File: src/verilog/scstg_pkg.sv
// Constants and types for the target-side parallel bus port
package scstg_pkg;

    ////////////////////////////////////////////////////////////////////
    // Clock and bus timing
    localparam int CLK_NS    = 8;
    localparam int SETTLE_NS = 400;
    localparam int FREE_NS   = 800;
    localparam int SET_NS    = 1800;
    localparam int ARB_NS    = 2400;
    localparam int CLEAR_NS  = 800;
    // Least times round up, the SET_NS upper limit rounds down
    localparam int SETTLE_CYC = (SETTLE_NS + CLK_NS - 1) / CLK_NS;
    localparam int FREE_CYC   = (FREE_NS + CLK_NS - 1) / CLK_NS;
    localparam int SET_CYC    = SET_NS / CLK_NS;
    localparam int ARB_CYC    = (ARB_NS + CLK_NS - 1) / CLK_NS;
    localparam int WON_CYC    = (CLEAR_NS + SETTLE_NS + CLK_NS - 1) / CLK_NS;

    ////////////////////////////////////////////////////////////////////
    // Data bus layout
    localparam int DB_W    = 8;
    localparam int PAR_BIT = 8;
    localparam int ID_W    = 3;
    localparam int CNT_W   = 10;

    ////////////////////////////////////////////////////////////////////
    // Carriers
    typedef struct packed {
        logic bsy;
        logic sel;
        logic cd;
        logic io;
        logic msg;
        logic req;
        logic ack;
        logic atn;
        logic rst;
    } scstg_ctl_t;

    typedef struct packed {
        logic cd;
        logic io;
        logic msg;
    } scstg_phase_t;

    typedef enum logic [7:0] {
        S_FREE  = 8'h01,
        S_ARB   = 8'h02,
        S_WON   = 8'h04,
        S_RESEL = 8'h08,
        S_SELD  = 8'h10,
        S_XFER  = 8'h20,
        S_REQ   = 8'h40,
        S_ACKW  = 8'h80
    } scstg_state_t;

endpackage

File: src/verilog/scstg_target.sv
// Target-only bus port: arbitration, (re)selection, REQ/ACK transfers
//
// Operation
// RULE1: The port acts only as target; it never selects, never drives ACK or ATN.
// RULE2: Every byte moves with a REQ/ACK handshake.
// RULE3: Every line is low true; low means asserted.
// RULE4: Only the target drives C/D; true means control, false means data.
// RULE5: Only the target drives I/O; true means toward initiator, marks reselection.
// RULE6: The target asserts MSG in message in and message out phases.
// RULE7: Target drives REQ per transfer; initiator answers with ACK.
// RULE8: Only the initiator drives ATN, to signal attention.
// RULE9: Eight data bits plus parity; bit 7 highest priority, bit 0 lowest.
// RULE10: A data bit is one when its line is asserted.
// RULE11: Parity makes the nine lines carry odd parity.
// RULE12: Parity is system wide: all generate and check, or none check.
// RULE13: Parity is not checked during arbitration.
// RULE14: Parity line is never driven false during arbitration.
// RULE15: Any asserting driver makes a line true; negating is not releasing.
// RULE16: BSY and RST are OR-tied; other lines have a single driver.
// RULE17: A device that is not the active source holds its driver released.
// RULE18: Any device may assert RST at any time.
// RULE19: In bus free every device releases every line.
// RULE20: Arbitration drives BSY and own ID bit only; only the winner drives SEL.
// RULE21: Selection and reselection lines are driven by their defined owners.
// RULE22: In transfer phases target drives BSY, C/D, I/O, MSG, REQ and inbound data.
// RULE23: On losing arbitration release all lines at once, not waiting for SEL.
// RULE24: With parity enabled flag each received even-parity byte outside arbitration.
// RULE25: Bus inputs are sampled on the clock and turned into true-high levels.
`timescale 1ns/1ps

module scstg_target
    import scstg_pkg::*;
#(
    parameter int ARB_W = CNT_W
) (
    // Clock and reset
    input  wire logic               clk,
    input  wire logic               rstn,
    // Bus pins, active low; driver enables ctl_oe and db_oe active high
    input  wire scstg_ctl_t         ctl_in_n,
    input  wire logic [PAR_BIT:0]   db_in_n,
    output scstg_ctl_t              ctl_out_n,
    output scstg_ctl_t              ctl_oe,
    output logic [PAR_BIT:0]        db_out_n,
    output logic [PAR_BIT:0]        db_oe,
    // Controller requests
    input  wire logic [ID_W-1:0]    my_id,
    input  wire logic               parity_en,
    input  wire logic               arb_req,
    input  wire logic [ID_W-1:0]    resel_id,
    input  wire logic               xfer_go,
    input  wire scstg_phase_t       phase,
    input  wire logic [DB_W-1:0]    tx_data,
    input  wire logic               release_bus,
    input  wire logic               rst_assert,
    // Controller status
    output logic                    connected,
    output logic                    xfer_done,
    output logic [DB_W-1:0]         rx_data,
    output logic                    par_err,
    output logic                    arb_lost,
    output logic                    bus_rst,
    output logic                    atn_seen
);

    ////////////////////////////////////////////////////////////////////
    // Helpers
    function automatic logic [DB_W-1:0] id_bit(input logic [ID_W-1:0] id);
        id_bit = 8'h01 << id;
    endfunction

    function automatic logic [DB_W-1:0] higher(input logic [ID_W-1:0] id);
        logic [DB_W-1:0] b;
        b = id_bit(id);
        higher = ~((b << 1) - 8'h01);
    endfunction

    function automatic logic odd_par(input logic [DB_W-1:0] d);
        odd_par = ~^d;
    endfunction

    ////////////////////////////////////////////////////////////////////
    // Input sampling, low-true lines become true-high
    scstg_ctl_t          ctl_s;
    logic [PAR_BIT:0]    db_s;

    always_ff @(posedge clk) begin
        if (!rstn) begin
            ctl_s <= '0;
            db_s  <= '0;
        end else begin
            ctl_s <= ~ctl_in_n;                                 // RULE25 RULE3 RULE10
            db_s  <= ~db_in_n;                                  // RULE25 RULE10
        end
    end

    ////////////////////////////////////////////////////////////////////
    // Bus free detection and arbitration window
    logic [CNT_W-1:0]    free_cnt_r;
    logic [CNT_W-1:0]    free_cnt_nxt;
    logic [ARB_W-1:0]    tmr_r;
    logic [ARB_W-1:0]    tmr_nxt;
    scstg_state_t        state_r;
    scstg_state_t        state_nxt;
    scstg_phase_t        phase_r;
    scstg_phase_t        phase_nxt;
    logic [DB_W-1:0]     tx_r;
    logic [DB_W-1:0]     tx_nxt;
    logic                arb_pend_r;

    wire quiet      = !ctl_s.bsy && !ctl_s.sel;
    wire free_max   = &free_cnt_r;
    assign free_cnt_nxt = !quiet ? '0 : (free_max ? free_cnt_r : free_cnt_r + 1'b1);
    wire arb_open   = free_cnt_r >= CNT_W'(SETTLE_CYC + FREE_CYC)
                   && free_cnt_r <= CNT_W'(SETTLE_CYC + SET_CYC);
    wire arb_done   = tmr_r >= ARB_W'(ARB_CYC);
    wire won_done   = tmr_r >= ARB_W'(WON_CYC);
    wire hi_seen    = |(db_s[DB_W-1:0] & higher(my_id));        // RULE9
    wire par_ok     = !parity_en || ^db_s;                      // RULE11 RULE12
    wire sel_me     = ctl_s.sel && !ctl_s.bsy && !ctl_s.io
                   && |(db_s[DB_W-1:0] & id_bit(my_id));        // RULE5
    wire arb_lose   = state_r == S_ARB && (ctl_s.sel || (arb_done && hi_seen));
    wire arb_win    = state_r == S_ARB && !ctl_s.sel && arb_done && !hi_seen;
    wire conn       = state_r == S_XFER || state_r == S_REQ || state_r == S_ACKW
                   || state_r == S_SELD;
    wire take_rx    = state_r == S_REQ && ctl_s.ack && !phase_r.io;
    wire sel_chk    = state_r == S_FREE && sel_me;

    ////////////////////////////////////////////////////////////////////
    // Phase sequencing
    always_comb begin
        state_nxt = state_r;
        phase_nxt = phase_r;
        tx_nxt    = tx_r;
        unique case (state_r)
            S_FREE: begin
                if (sel_me && par_ok) begin
                    state_nxt = S_SELD;                         // RULE1
                end else if (arb_pend_r && arb_open) begin
                    state_nxt = S_ARB;
                end
            end
            S_ARB: begin
                if (arb_lose) begin
                    state_nxt = S_FREE;                         // RULE23
                end else if (arb_win) begin
                    state_nxt = S_WON;
                end
            end
            S_WON: begin
                if (won_done) begin
                    state_nxt = S_RESEL;
                end
            end
            S_RESEL: begin
                // The first sample still holds our own BSY from the won state
                if (ctl_s.bsy && tmr_r != '0) begin
                    state_nxt = S_XFER;                         // RULE21
                end
            end
            S_SELD: begin
                if (!ctl_s.sel) begin
                    state_nxt = S_XFER;
                end
            end
            S_XFER: begin
                if (xfer_go) begin
                    state_nxt = S_REQ;                          // RULE2
                    phase_nxt = phase;
                    tx_nxt    = tx_data;
                end
            end
            S_REQ: begin
                if (ctl_s.ack) begin
                    state_nxt = S_ACKW;                         // RULE7
                end
            end
            S_ACKW: begin
                if (!ctl_s.ack) begin
                    state_nxt = S_XFER;
                end
            end
        endcase
        if (release_bus && state_r != S_FREE) begin
            state_nxt = S_FREE;
        end
        if (ctl_s.rst) begin
            state_nxt = S_FREE;                                 // RULE18
        end
    end

    assign tmr_nxt = (state_nxt != state_r || &tmr_r) ? '0 : tmr_r + 1'b1;

    ////////////////////////////////////////////////////////////////////
    // Driver enables, derived from the next state
    wire n_conn = state_nxt == S_XFER || state_nxt == S_REQ || state_nxt == S_ACKW;
    wire n_arb  = state_nxt == S_ARB || state_nxt == S_WON;
    wire n_xin  = state_nxt == S_REQ && phase_nxt.io;
    wire [DB_W-1:0] rs_byte = id_bit(my_id) | id_bit(resel_id);

    scstg_ctl_t          oe_nxt;
    logic [PAR_BIT:0]    db_oe_nxt;

    always_comb begin
        oe_nxt     = '0;                                        // RULE17 RULE19
        oe_nxt.bsy = n_arb || n_conn || state_nxt == S_SELD;    // RULE16 RULE22
        oe_nxt.sel = state_nxt == S_WON || state_nxt == S_RESEL;// RULE20 RULE21
        oe_nxt.io  = state_nxt == S_RESEL || (n_conn && phase_nxt.io); // RULE5
        oe_nxt.cd  = n_conn && phase_nxt.cd;                    // RULE4
        oe_nxt.msg = n_conn && phase_nxt.msg;                   // RULE6
        oe_nxt.req = state_nxt == S_REQ;                        // RULE7
        oe_nxt.rst = rst_assert;                                // RULE18 RULE16
        db_oe_nxt  = '0;
        if (n_arb) begin
            db_oe_nxt[DB_W-1:0] = id_bit(my_id);                // RULE20 RULE14
        end else if (state_nxt == S_RESEL) begin
            db_oe_nxt = {odd_par(rs_byte), rs_byte};            // RULE11
        end else if (n_xin) begin
            db_oe_nxt = {odd_par(tx_nxt), tx_nxt};              // RULE11 RULE22
        end
    end

    ////////////////////////////////////////////////////////////////////
    // State and pin registers
    always_ff @(posedge clk) begin
        if (!rstn) begin
            state_r    <= S_FREE;
            phase_r    <= '0;
            tx_r       <= '0;
            tmr_r      <= '0;
            free_cnt_r <= '0;
            arb_pend_r <= 1'b0;
            ctl_oe     <= '0;
            db_oe      <= '0;
            ctl_out_n  <= '0;
            db_out_n   <= '0;
        end else begin
            state_r    <= state_nxt;
            phase_r    <= phase_nxt;
            tx_r       <= tx_nxt;
            tmr_r      <= tmr_nxt;
            free_cnt_r <= free_cnt_nxt;
            arb_pend_r <= arb_req || (arb_pend_r && !arb_lose && !arb_win);
            ctl_oe     <= oe_nxt;
            db_oe      <= db_oe_nxt;
            ctl_out_n  <= '0;                                   // RULE15 RULE3
            db_out_n   <= '0;                                   // RULE15
        end
    end

    ////////////////////////////////////////////////////////////////////
    // Status to the controller
    always_ff @(posedge clk) begin
        if (!rstn) begin
            connected <= 1'b0;
            xfer_done <= 1'b0;
            rx_data   <= '0;
            par_err   <= 1'b0;
            arb_lost  <= 1'b0;
            bus_rst   <= 1'b0;
            atn_seen  <= 1'b0;
        end else begin
            connected <= conn;
            xfer_done <= state_r == S_ACKW && !ctl_s.ack;
            if (take_rx) begin
                rx_data <= db_s[DB_W-1:0];
            end
            par_err   <= parity_en && (take_rx || sel_chk) && !(^db_s); // RULE24 RULE13
            arb_lost  <= arb_lose;
            bus_rst   <= ctl_s.rst;
            atn_seen  <= ctl_s.atn;                             // RULE8
        end
    end

    ////////////////////////////////////////////////////////////////////
    // Checks
    never_initiator_a: assert property (  // RULE1
        @(posedge clk) disable iff (!rstn)
        !ctl_oe.ack && !ctl_oe.atn)
        else $error("ACK or ATN driven by target");

    only_assert_a: assert property (  // RULE15
        @(posedge clk) disable iff (!rstn)
        ctl_oe != '0 |-> ctl_out_n == '0)
        else $error("line driven false");

    arb_parity_a: assert property (  // RULE14
        @(posedge clk) disable iff (!rstn)
        (state_r == S_ARB) |-> !db_oe[PAR_BIT] && $onehot(db_oe))
        else $error("arbitration drive wrong");

    odd_parity_a: assert property (  // RULE11
        @(posedge clk) disable iff (!rstn)
        db_oe[PAR_BIT] |-> ^db_oe)
        else $error("driven parity not odd");

    rst_release_a: assert property (  // RULE19
        @(posedge clk) disable iff (!rstn)
        ctl_s.rst |=> db_oe == '0 && !ctl_oe.bsy && !ctl_oe.req && !ctl_oe.sel)
        else $error("lines held after reset seen");

    lose_release_a: assert property (  // RULE23
        @(posedge clk) disable iff (!rstn)
        arb_lose |=> db_oe == '0 && !ctl_oe.bsy && !ctl_oe.sel && arb_lost)
        else $error("lost arbitration not released");

    req_hold_a: assert property (  // RULE7
        @(posedge clk) disable iff (!rstn)
        ctl_oe.req && !ctl_s.ack && !ctl_s.rst && !release_bus |=> ctl_oe.req)
        else $error("REQ dropped before ACK");

    par_flag_a: assert property (  // RULE24
        @(posedge clk) disable iff (!rstn)
        take_rx && parity_en && !(^db_s) |=> par_err)
        else $error("even parity byte not flagged");

    sel_bsy_a: assert property (  // RULE21
        @(posedge clk) disable iff (!rstn)
        state_r == S_FREE && sel_me && par_ok && !ctl_s.rst |=> ctl_oe.bsy && !ctl_oe.io)
        else $error("selection not answered with BSY");

    free_release_a: assert property (  // RULE19
        @(posedge clk) disable iff (!rstn)
        state_r == S_FREE |-> db_oe == '0 && !ctl_oe.bsy && !ctl_oe.sel && !ctl_oe.req)
        else $error("line driven in bus free");

    arb_drive_a: assert property (  // RULE20
        @(posedge clk) disable iff (!rstn)
        state_r == S_ARB |-> ctl_oe.bsy && !ctl_oe.sel && !ctl_oe.req)
        else $error("arbitration control lines wrong");

    phase_bsy_a: assert property (  // RULE22
        @(posedge clk) disable iff (!rstn)
        ctl_oe.cd || ctl_oe.msg || ctl_oe.req |-> ctl_oe.bsy)
        else $error("phase lines driven without BSY");

    out_data_a: assert property (  // RULE17
        @(posedge clk) disable iff (!rstn)
        state_r == S_REQ && !phase_r.io |-> db_oe == '0)
        else $error("data driven in outbound phase");

    arb_no_perr_a: assert property (  // RULE13
        @(posedge clk) disable iff (!rstn)
        state_r == S_ARB |=> !par_err)
        else $error("parity flagged in arbitration");

    resel_own_bsy_a: assert property (  // RULE21
        @(posedge clk) disable iff (!rstn)
        state_r == S_RESEL && tmr_r == '0 && !release_bus && !ctl_s.rst |=> state_r == S_RESEL)
        else $error("reselection ended on own BSY");

endmodule

File: config.mk
export PLATFORM = sky130hd
export DESIGN_NAME = scstg_target
export DESIGN_NICKNAME = d
export VERILOG_FILES = /design/src/verilog/scstg_pkg.sv /design/src/verilog/scstg_target.sv
export SDC_FILE = /design/constraint.sdc
export NUM_CORES = 1
export LEC_CHECK = 0
export BUFFER_PORTS_ARGS = -buffer_cell sky130_fd_sc_hd__buf_2
export CAP_MARGIN = 10
export CORE_AREA = 2 2 126 128
export CTS_BUF_LIST = sky130_fd_sc_hd__clkbuf_4 sky130_fd_sc_hd__clkbuf_8
export DETAILED_ROUTE_END_ITERATION = 7
export DIE_AREA = 0 0 128 130
export PLACE_DENSITY = 0.5
export SKIP_CTS_REPAIR_TIMING = 1
export SYNTH_ARGS = -nofsm -noshare
export SYNTH_HDL_FRONTEND = slang
export SYNTH_SLANG_ARGS = --single-unit
export TNS_END_PERCENT = 50
File: constraint.sdc
create_clock -name clk -period 3.35 [get_ports clk]
set_clock_uncertainty 0.15 [all_clocks]
set_input_delay 0.335 -clock clk [delete_from_list [all_inputs] [get_ports clk]]
set_output_delay 0.335 -clock clk [all_outputs]
set_load 0.03 [all_outputs]
Word level (Yosys, flattened, before mapping) --
Cells that the tools add are included.
Storage, ports and cells: bits in registers 87, word-level logic and storage cells 148, bits of input ports 42, output and inout bits 50
Operators by class: add/sub/neg operators 3, eq/ne operators 17, reduce and logical (&&, ||, !) cells 62, bitwise logic cells 7, mux-type cells 20, shifts and indexed selects 2, $lt $le $gt $ge 4
Operators by type and width (count):
- 8-bit 2-to-1 mux | 15
- 8-bit one-hot mux with 8 select lines | 1
- 1-bit logical AND | 26
- 10-bit by 1-bit adder with 10-bit output, second input constant | 2
- 10-bit by 8-bit >= comparator with 1-bit output, second input constant | 2
- 10-bit AND reduction | 2
- 9-bit 2-to-1 mux | 2
- 9-bit inverter | 2
- 8-bit bitwise AND | 2
- 8-bit by 2-bit == test with 1-bit output, second input constant | 2
- 8-bit by 3-bit == test with 1-bit output, second input constant | 2
- 8-bit by 4-bit == test with 1-bit output, second input constant | 2
- 8-bit by 5-bit == test with 1-bit output, second input constant | 2
- 8-bit by 6-bit == test with 1-bit output, second input constant | 2
- 8-bit by 7-bit == test with 1-bit output, second input constant | 2
- 8-bit == test, second input constant | 2
- 8-bit OR reduction | 2
- 8-bit XNOR reduction | 2
- 1-bit by 3-bit << shifter with 8-bit output, first input constant | 2
- 1-bit logical OR | 15
- 10-bit by 9-bit >= comparator with 1-bit output, second input constant | 1
- 10-bit by 9-bit less-or-equal comparator with 1-bit output, second input constant | 1
- 1-bit logical NOT | 10
- 10-bit nonzero test | 1
- other kinds (11) | 13

Longest topological paths before layout --
depth after elaboration 17, gate-level depth with buffers 11, mapped depth without buffers 10

Least setup slack after synthesis --
OpenSTA, ideal clock, no wires.
path type input -> register, start point in my_id[2], end point reg db_oe[0], stages 9, path buffers 1, setup time 0.086 ns, arrival time 3.159 ns, path slack -0.046 ns, data required time 3.114 ns, cells stage by stage buf_6 mux2_4 a221o_1 a222oi_1 o41ai_1 or3_4 a2111oi_4 nand3_1 a221oi_2
Between the ends: word-level cells in the longest chain between the ends 17, elaborated cells between the ends (all ways) 30, those cells by class add/sub: 1; eq/ne: 4; shift: 1; mux: 9; bitwise: 4; reduce/logical: 11
RTL lines:
- start, declared | RTL line scstg_target.sv:47 | input wire logic [ID_W-1:0] my_id,
- 1-bit by 3-bit << shifter with 8-bit output * | RTL line scstg_target.sv:69 | id_bit = 8'h01 << id;
- 8-bit by 1-bit subtractor with 8-bit output | RTL line scstg_target.sv:75 | higher = ~((b << 1) - 8'h01);
- 8-bit inverter | RTL line scstg_target.sv:75
- 8-bit bitwise AND | RTL line scstg_target.sv:118 | wire hi_seen = |(db_s[DB_W-1:0] & higher(my_id));
- 8-bit OR reduction | RTL line scstg_target.sv:118
- 1-bit logical NOT or 1-bit logical AND (tied branches) | RTL line scstg_target.sv:123, scstg_target.sv:122
- 1-bit logical AND or 1-bit logical OR (tied branches) | RTL line scstg_target.sv:123, scstg_target.sv:122
- 8-bit 2-to-1 mux or 1-bit logical AND (tied branches) | RTL line scstg_target.sv:146, scstg_target.sv:122
- 8-bit 2-to-1 mux | RTL line scstg_target.sv:144 | if (arb_lose) begin
- 8-bit one-hot mux with 8 select lines | RTL line scstg_target.sv:135 | unique case (state_r)
- 8-bit 2-to-1 mux | RTL line scstg_target.sv:184 | if (release_bus && state_r != S_FREE) begin
- 8-bit 2-to-1 mux | RTL line scstg_target.sv:187 | if (ctl_s.rst) begin
- 8-bit by 7-bit == test with 1-bit output | RTL line scstg_target.sv:198 | wire n_xin = state_nxt == S_REQ && phase_nxt.io;
- 1-bit logical AND | RTL line scstg_target.sv:198
- 9-bit 2-to-1 mux | RTL line scstg_target.sv:218 | end else if (n_xin) begin
- 9-bit 2-to-1 mux | RTL line scstg_target.sv:216 | end else if (state_nxt == S_RESEL) begin
- 8-bit 2-to-1 mux * | RTL line scstg_target.sv:214 | if (n_arb) begin
- end signal, assigned | RTL line scstg_target.sv:245 | db_oe <= db_oe_nxt;
- end, declared | RTL line scstg_target.sv:45 | output logic [PAR_BIT:0] db_oe,
Mark *: on every way between the ends. The rest lies on a longest branch, timed or not. A chain may end at the register's enable or synchronous reset.

Worst setup path after layout --
start point reg state_r[4], end point reg tmr_r[0]
Between the ends: word-level cells in the longest chain between the ends 12, elaborated cells between the ends (all ways) 30, those cells by class eq/ne: 10; mux: 13; reduce/logical: 7
RTL lines:
- start, declared | RTL line scstg_target.sv:103 | scstg_state_t state_r;
- start signal, assigned | RTL line scstg_target.sv:238 | state_r <= state_nxt;
- 8-bit by 2-bit == test with 1-bit output | RTL line scstg_target.sv:122, scstg_target.sv:123, scstg_target.sv:135
- 1-bit logical AND (3 in a row) | RTL line scstg_target.sv:123 | wire arb_win = state_r == S_ARB && !ctl_s.sel && arb_done && !hi_seen;
- 8-bit 2-to-1 mux | RTL line scstg_target.sv:146 | end else if (arb_win) begin
- 8-bit 2-to-1 mux | RTL line scstg_target.sv:144
- 8-bit one-hot mux with 8 select lines | RTL line scstg_target.sv:135
- 8-bit 2-to-1 mux | RTL line scstg_target.sv:184
- 8-bit 2-to-1 mux | RTL line scstg_target.sv:187
- 8-bit != test * | RTL line scstg_target.sv:192 | assign tmr_nxt = (state_nxt != state_r || &tmr_r) ? '0 : tmr_r + 1'b1;
- 1-bit logical OR * | RTL line scstg_target.sv:192
- 2-bit OR reduction (no line) *
- end signal, assigned | RTL line scstg_target.sv:241 | tmr_r <= tmr_nxt;
- end, declared | RTL line scstg_target.sv:101 | logic [ARB_W-1:0] tmr_r;
Marks and branches as above.

==> flow_summary.toml <==
[run_status]
status = "finished clean"

[final_layout]
multi_input_area_sq_mm = 0.00305
antenna_cells = 0
synthToLayoutAreaGrowth_pct = 31.2
fin_nets = 745
regArea_sq_mm = 0.00171
layout-drive-gt1-share = 0.292
fill_cells = 1578
design_area_sq_mm = 0.00634

[place]
port_buffers = 68
place.gp.congestion = 0.888
dp_slack_ns = -0.150
hpwl_um = 10100
post_dp_cell_area_sq_mm = 0.00569

[route]
routedWlPerCell_um = 15.1
routed_wirelength_um = 13500
dr.pass1.iters = 5
dr.first_iter.drc_count = 275
drtAntennaViolNets = 0
via_count = 4588
vias_per_cell = 5.13
drc = 0

[timing]
period_minus_slack_ns = 3.31
max_slew.worst_pin.slew_ns = 0.580
setup-violations-final = 0
min_period_over_period = 0.987
fmax_mhz = 302
slew_headroom = 0.614
rsz0062_at_grt = "true"
maxSlewViolCount = 0
hold_violations = 0
setup_ws_ns = 0.0440

[clocking]
clkTransAtPathRegs_ns = 0.09
cts_tree = "built"
clk-insertion-delay-late_ns = 0.38
root_buffer = "clkbuf_8"
cts_made_buffers = 9
clock_sinks = 85
htreeDepth = 3
cts_buffer_depth = 2

[die]
die_area_sq_mm = 0.0166
start_util = 0.313
io_pins = 92
die_h_um = 130
die_width_um = 128
rows = 46
core_sq_mm = 0.0154

[setup_path]
critPathMaxFanout = 5
critPathArrivalTime_ns = 3.44
start_kind = "register"
critical_path_class = "reg2reg"
cp.required_ns = 3.49
critPathCaptureType = "register"

[pwr]
p_clk_frac = 0.374
vdd_ir_drop_max_mv = 0.281
p_switching_mw = 0.564
intPower_mw = 1.57
seqPwrFrac = 0.490
comb_power_share = 0.136
p_per_area_mw_per_mm2 = 337
p_leak_nw = 2.57
swShare = 0.264

[synthesis]
syn-cell-area_sq_mm = 0.00483
synth_edf_count = 0
yosys-top-cells-count = "88 x nor2_1, 85 x dfxtp_1, 29 x xnor2_1"
syn_inst = 565
synth_most_common_cell = "nor2_1"
synth_area_leader_cell = "dfxtp_1"
synth_seq_cells = 85
yosys_warnings = 0
synth_top_area_frac = 0.352
synthArstFlopShare = 0
synth_area_per_cell_sq_um = 8.55
synth.distinct_cells = 76
yosysSeqAreaShare = 0.352
synth_ff_type = "dfxtp_1"
synth_area_leaders = "dfxtp_1 35%, nor2_1 6.8%, xnor2_1 5.3%"

[global_routing]
track_usage = 0.160
antenna_found_initial = 0
gr-total-overflow = 0
grt_max_degree = 26
grt_pass1_wl_um = 21300
grt_pass1_vias = 4215

[run]
maxCapViolations = 0

[min_path]
hold_path.class = "in2reg"
[path summary, 6_finish.rpt]
check / to / slack, ns / startpoint / depth (start not counted)
hold reg to reg: atn_seen$_SDFF_PN0_ / 0.30 / ctl_s[1]$_SDFF_PN0_ / 1
setup reg to reg: tmr_r[0]$_SDFF_PP0_ / 0.04 / state_r[4]$_SDFF_PN0_ / 10
hold / removal: arb_pend_r$_SDFF_PN0_ / 0.04 / arb_req / 3
setup / recovery: tmr_r[0]$_SDFF_PP0_ / 0.04 / state_r[4]$_SDFF_PN0_ / 10
[power groups by stage]
stage	registers (mW)	logic, mW	clock network (mW)
after floorplan	1.07	0.189	0
after global placement	1.07	0.265	0
after detailed placement	1.07	0.267	0
after CTS	1.05	0.268	0.823
after global routing	1.05	0.319	0.868
final	1.05	0.291	0.798
[cells by family (layout without fill, tap and decap cells)]
| logic type | count (synthesis) | in the layout | synth area share |
|---|---|---|---|
| AND/OR/NAND/NOR | 238 | 238 | 0.261 |
| XOR/XNOR | 42 | 42 | 0.0819 |
| flip-flops | 85 | 85 | 0.352 |
| buffers and inverters | 67 | 186 | 0.0707 |
| other | 1 | 20 | 0.000777 |
| adder cells (fa/ha/maj) | 4 | 4 | 0.0104 |
| AO/OA/AOI/OAI | 106 | 106 | 0.176 |
| multiplexers | 22 | 22 | 0.0466 |
[flip-flops by register name, summed over array words and instances (netlist names), 3 cells and up]
register and flops:
free_cnt_r 10, tmr_r 10, db_oe 9, db_s 9, rx_data 8, state_r 8
tx_r 8, ctl_oe 7, ctl_s 6, phase_r 3
[critical path, cell delays in order, from the launching register on]
cell     delay (ns)
dfxtp_4        0.37
nor4_4         0.24
buf_4          0.18
nand4_1        0.24
o32a_1         0.42
a41o_1         0.27
or3_4          0.39
xnor2_1        0.13
or3_4          0.40
buf_6          0.16
nor4b_2        0.26
[area by class of cell]
type,count,area share
clock inverter,6,0.0136
clock buffer,9,0.0195
timing repair buffer,158,0.169
inverter,13,0.00770
multi-input combinational,432,0.482
sequential,85,0.270
tap,192,0.0379
[cells in the final DEF (no fill, tap or decap), types with 18 or more instances in the layout]
master   synthesis  routed
nor2_1          88      88
dfxtp_1         85      81
buf_4           20      70
buf_2            6      68
xnor2_1         29      29
nand2_1         23      23
nand3_1         26      23
mux2i_1         21      21
conb_1           1      20
nor3_1          18      18
[through the flow]
step                instances  hold WS, ns  total power [mW]  TNS (ns)  utilization
floorplan                 584        0.257              1.26         0            -
global placement          857        0.272              1.33     -2.33        0.369
detailed placement        857        0.272              1.34     -2.35        0.369
CTS                       872      -0.0569              2.14    -0.377        0.383
global route              895       0.0533              2.23     -1.19        0.411
finish                    895       0.0356              2.13         0        0.411
[metal layers]
metal  GRT usage  vias up  wire, um
li1            -     2274         -
met1       0.218     2181      6470
met2       0.256      118      6270
met3      0.0312       15       536
met4      0.0556        0       207
met5           0        -         0
Note: power is estimated with default switching activity, not from simulation.
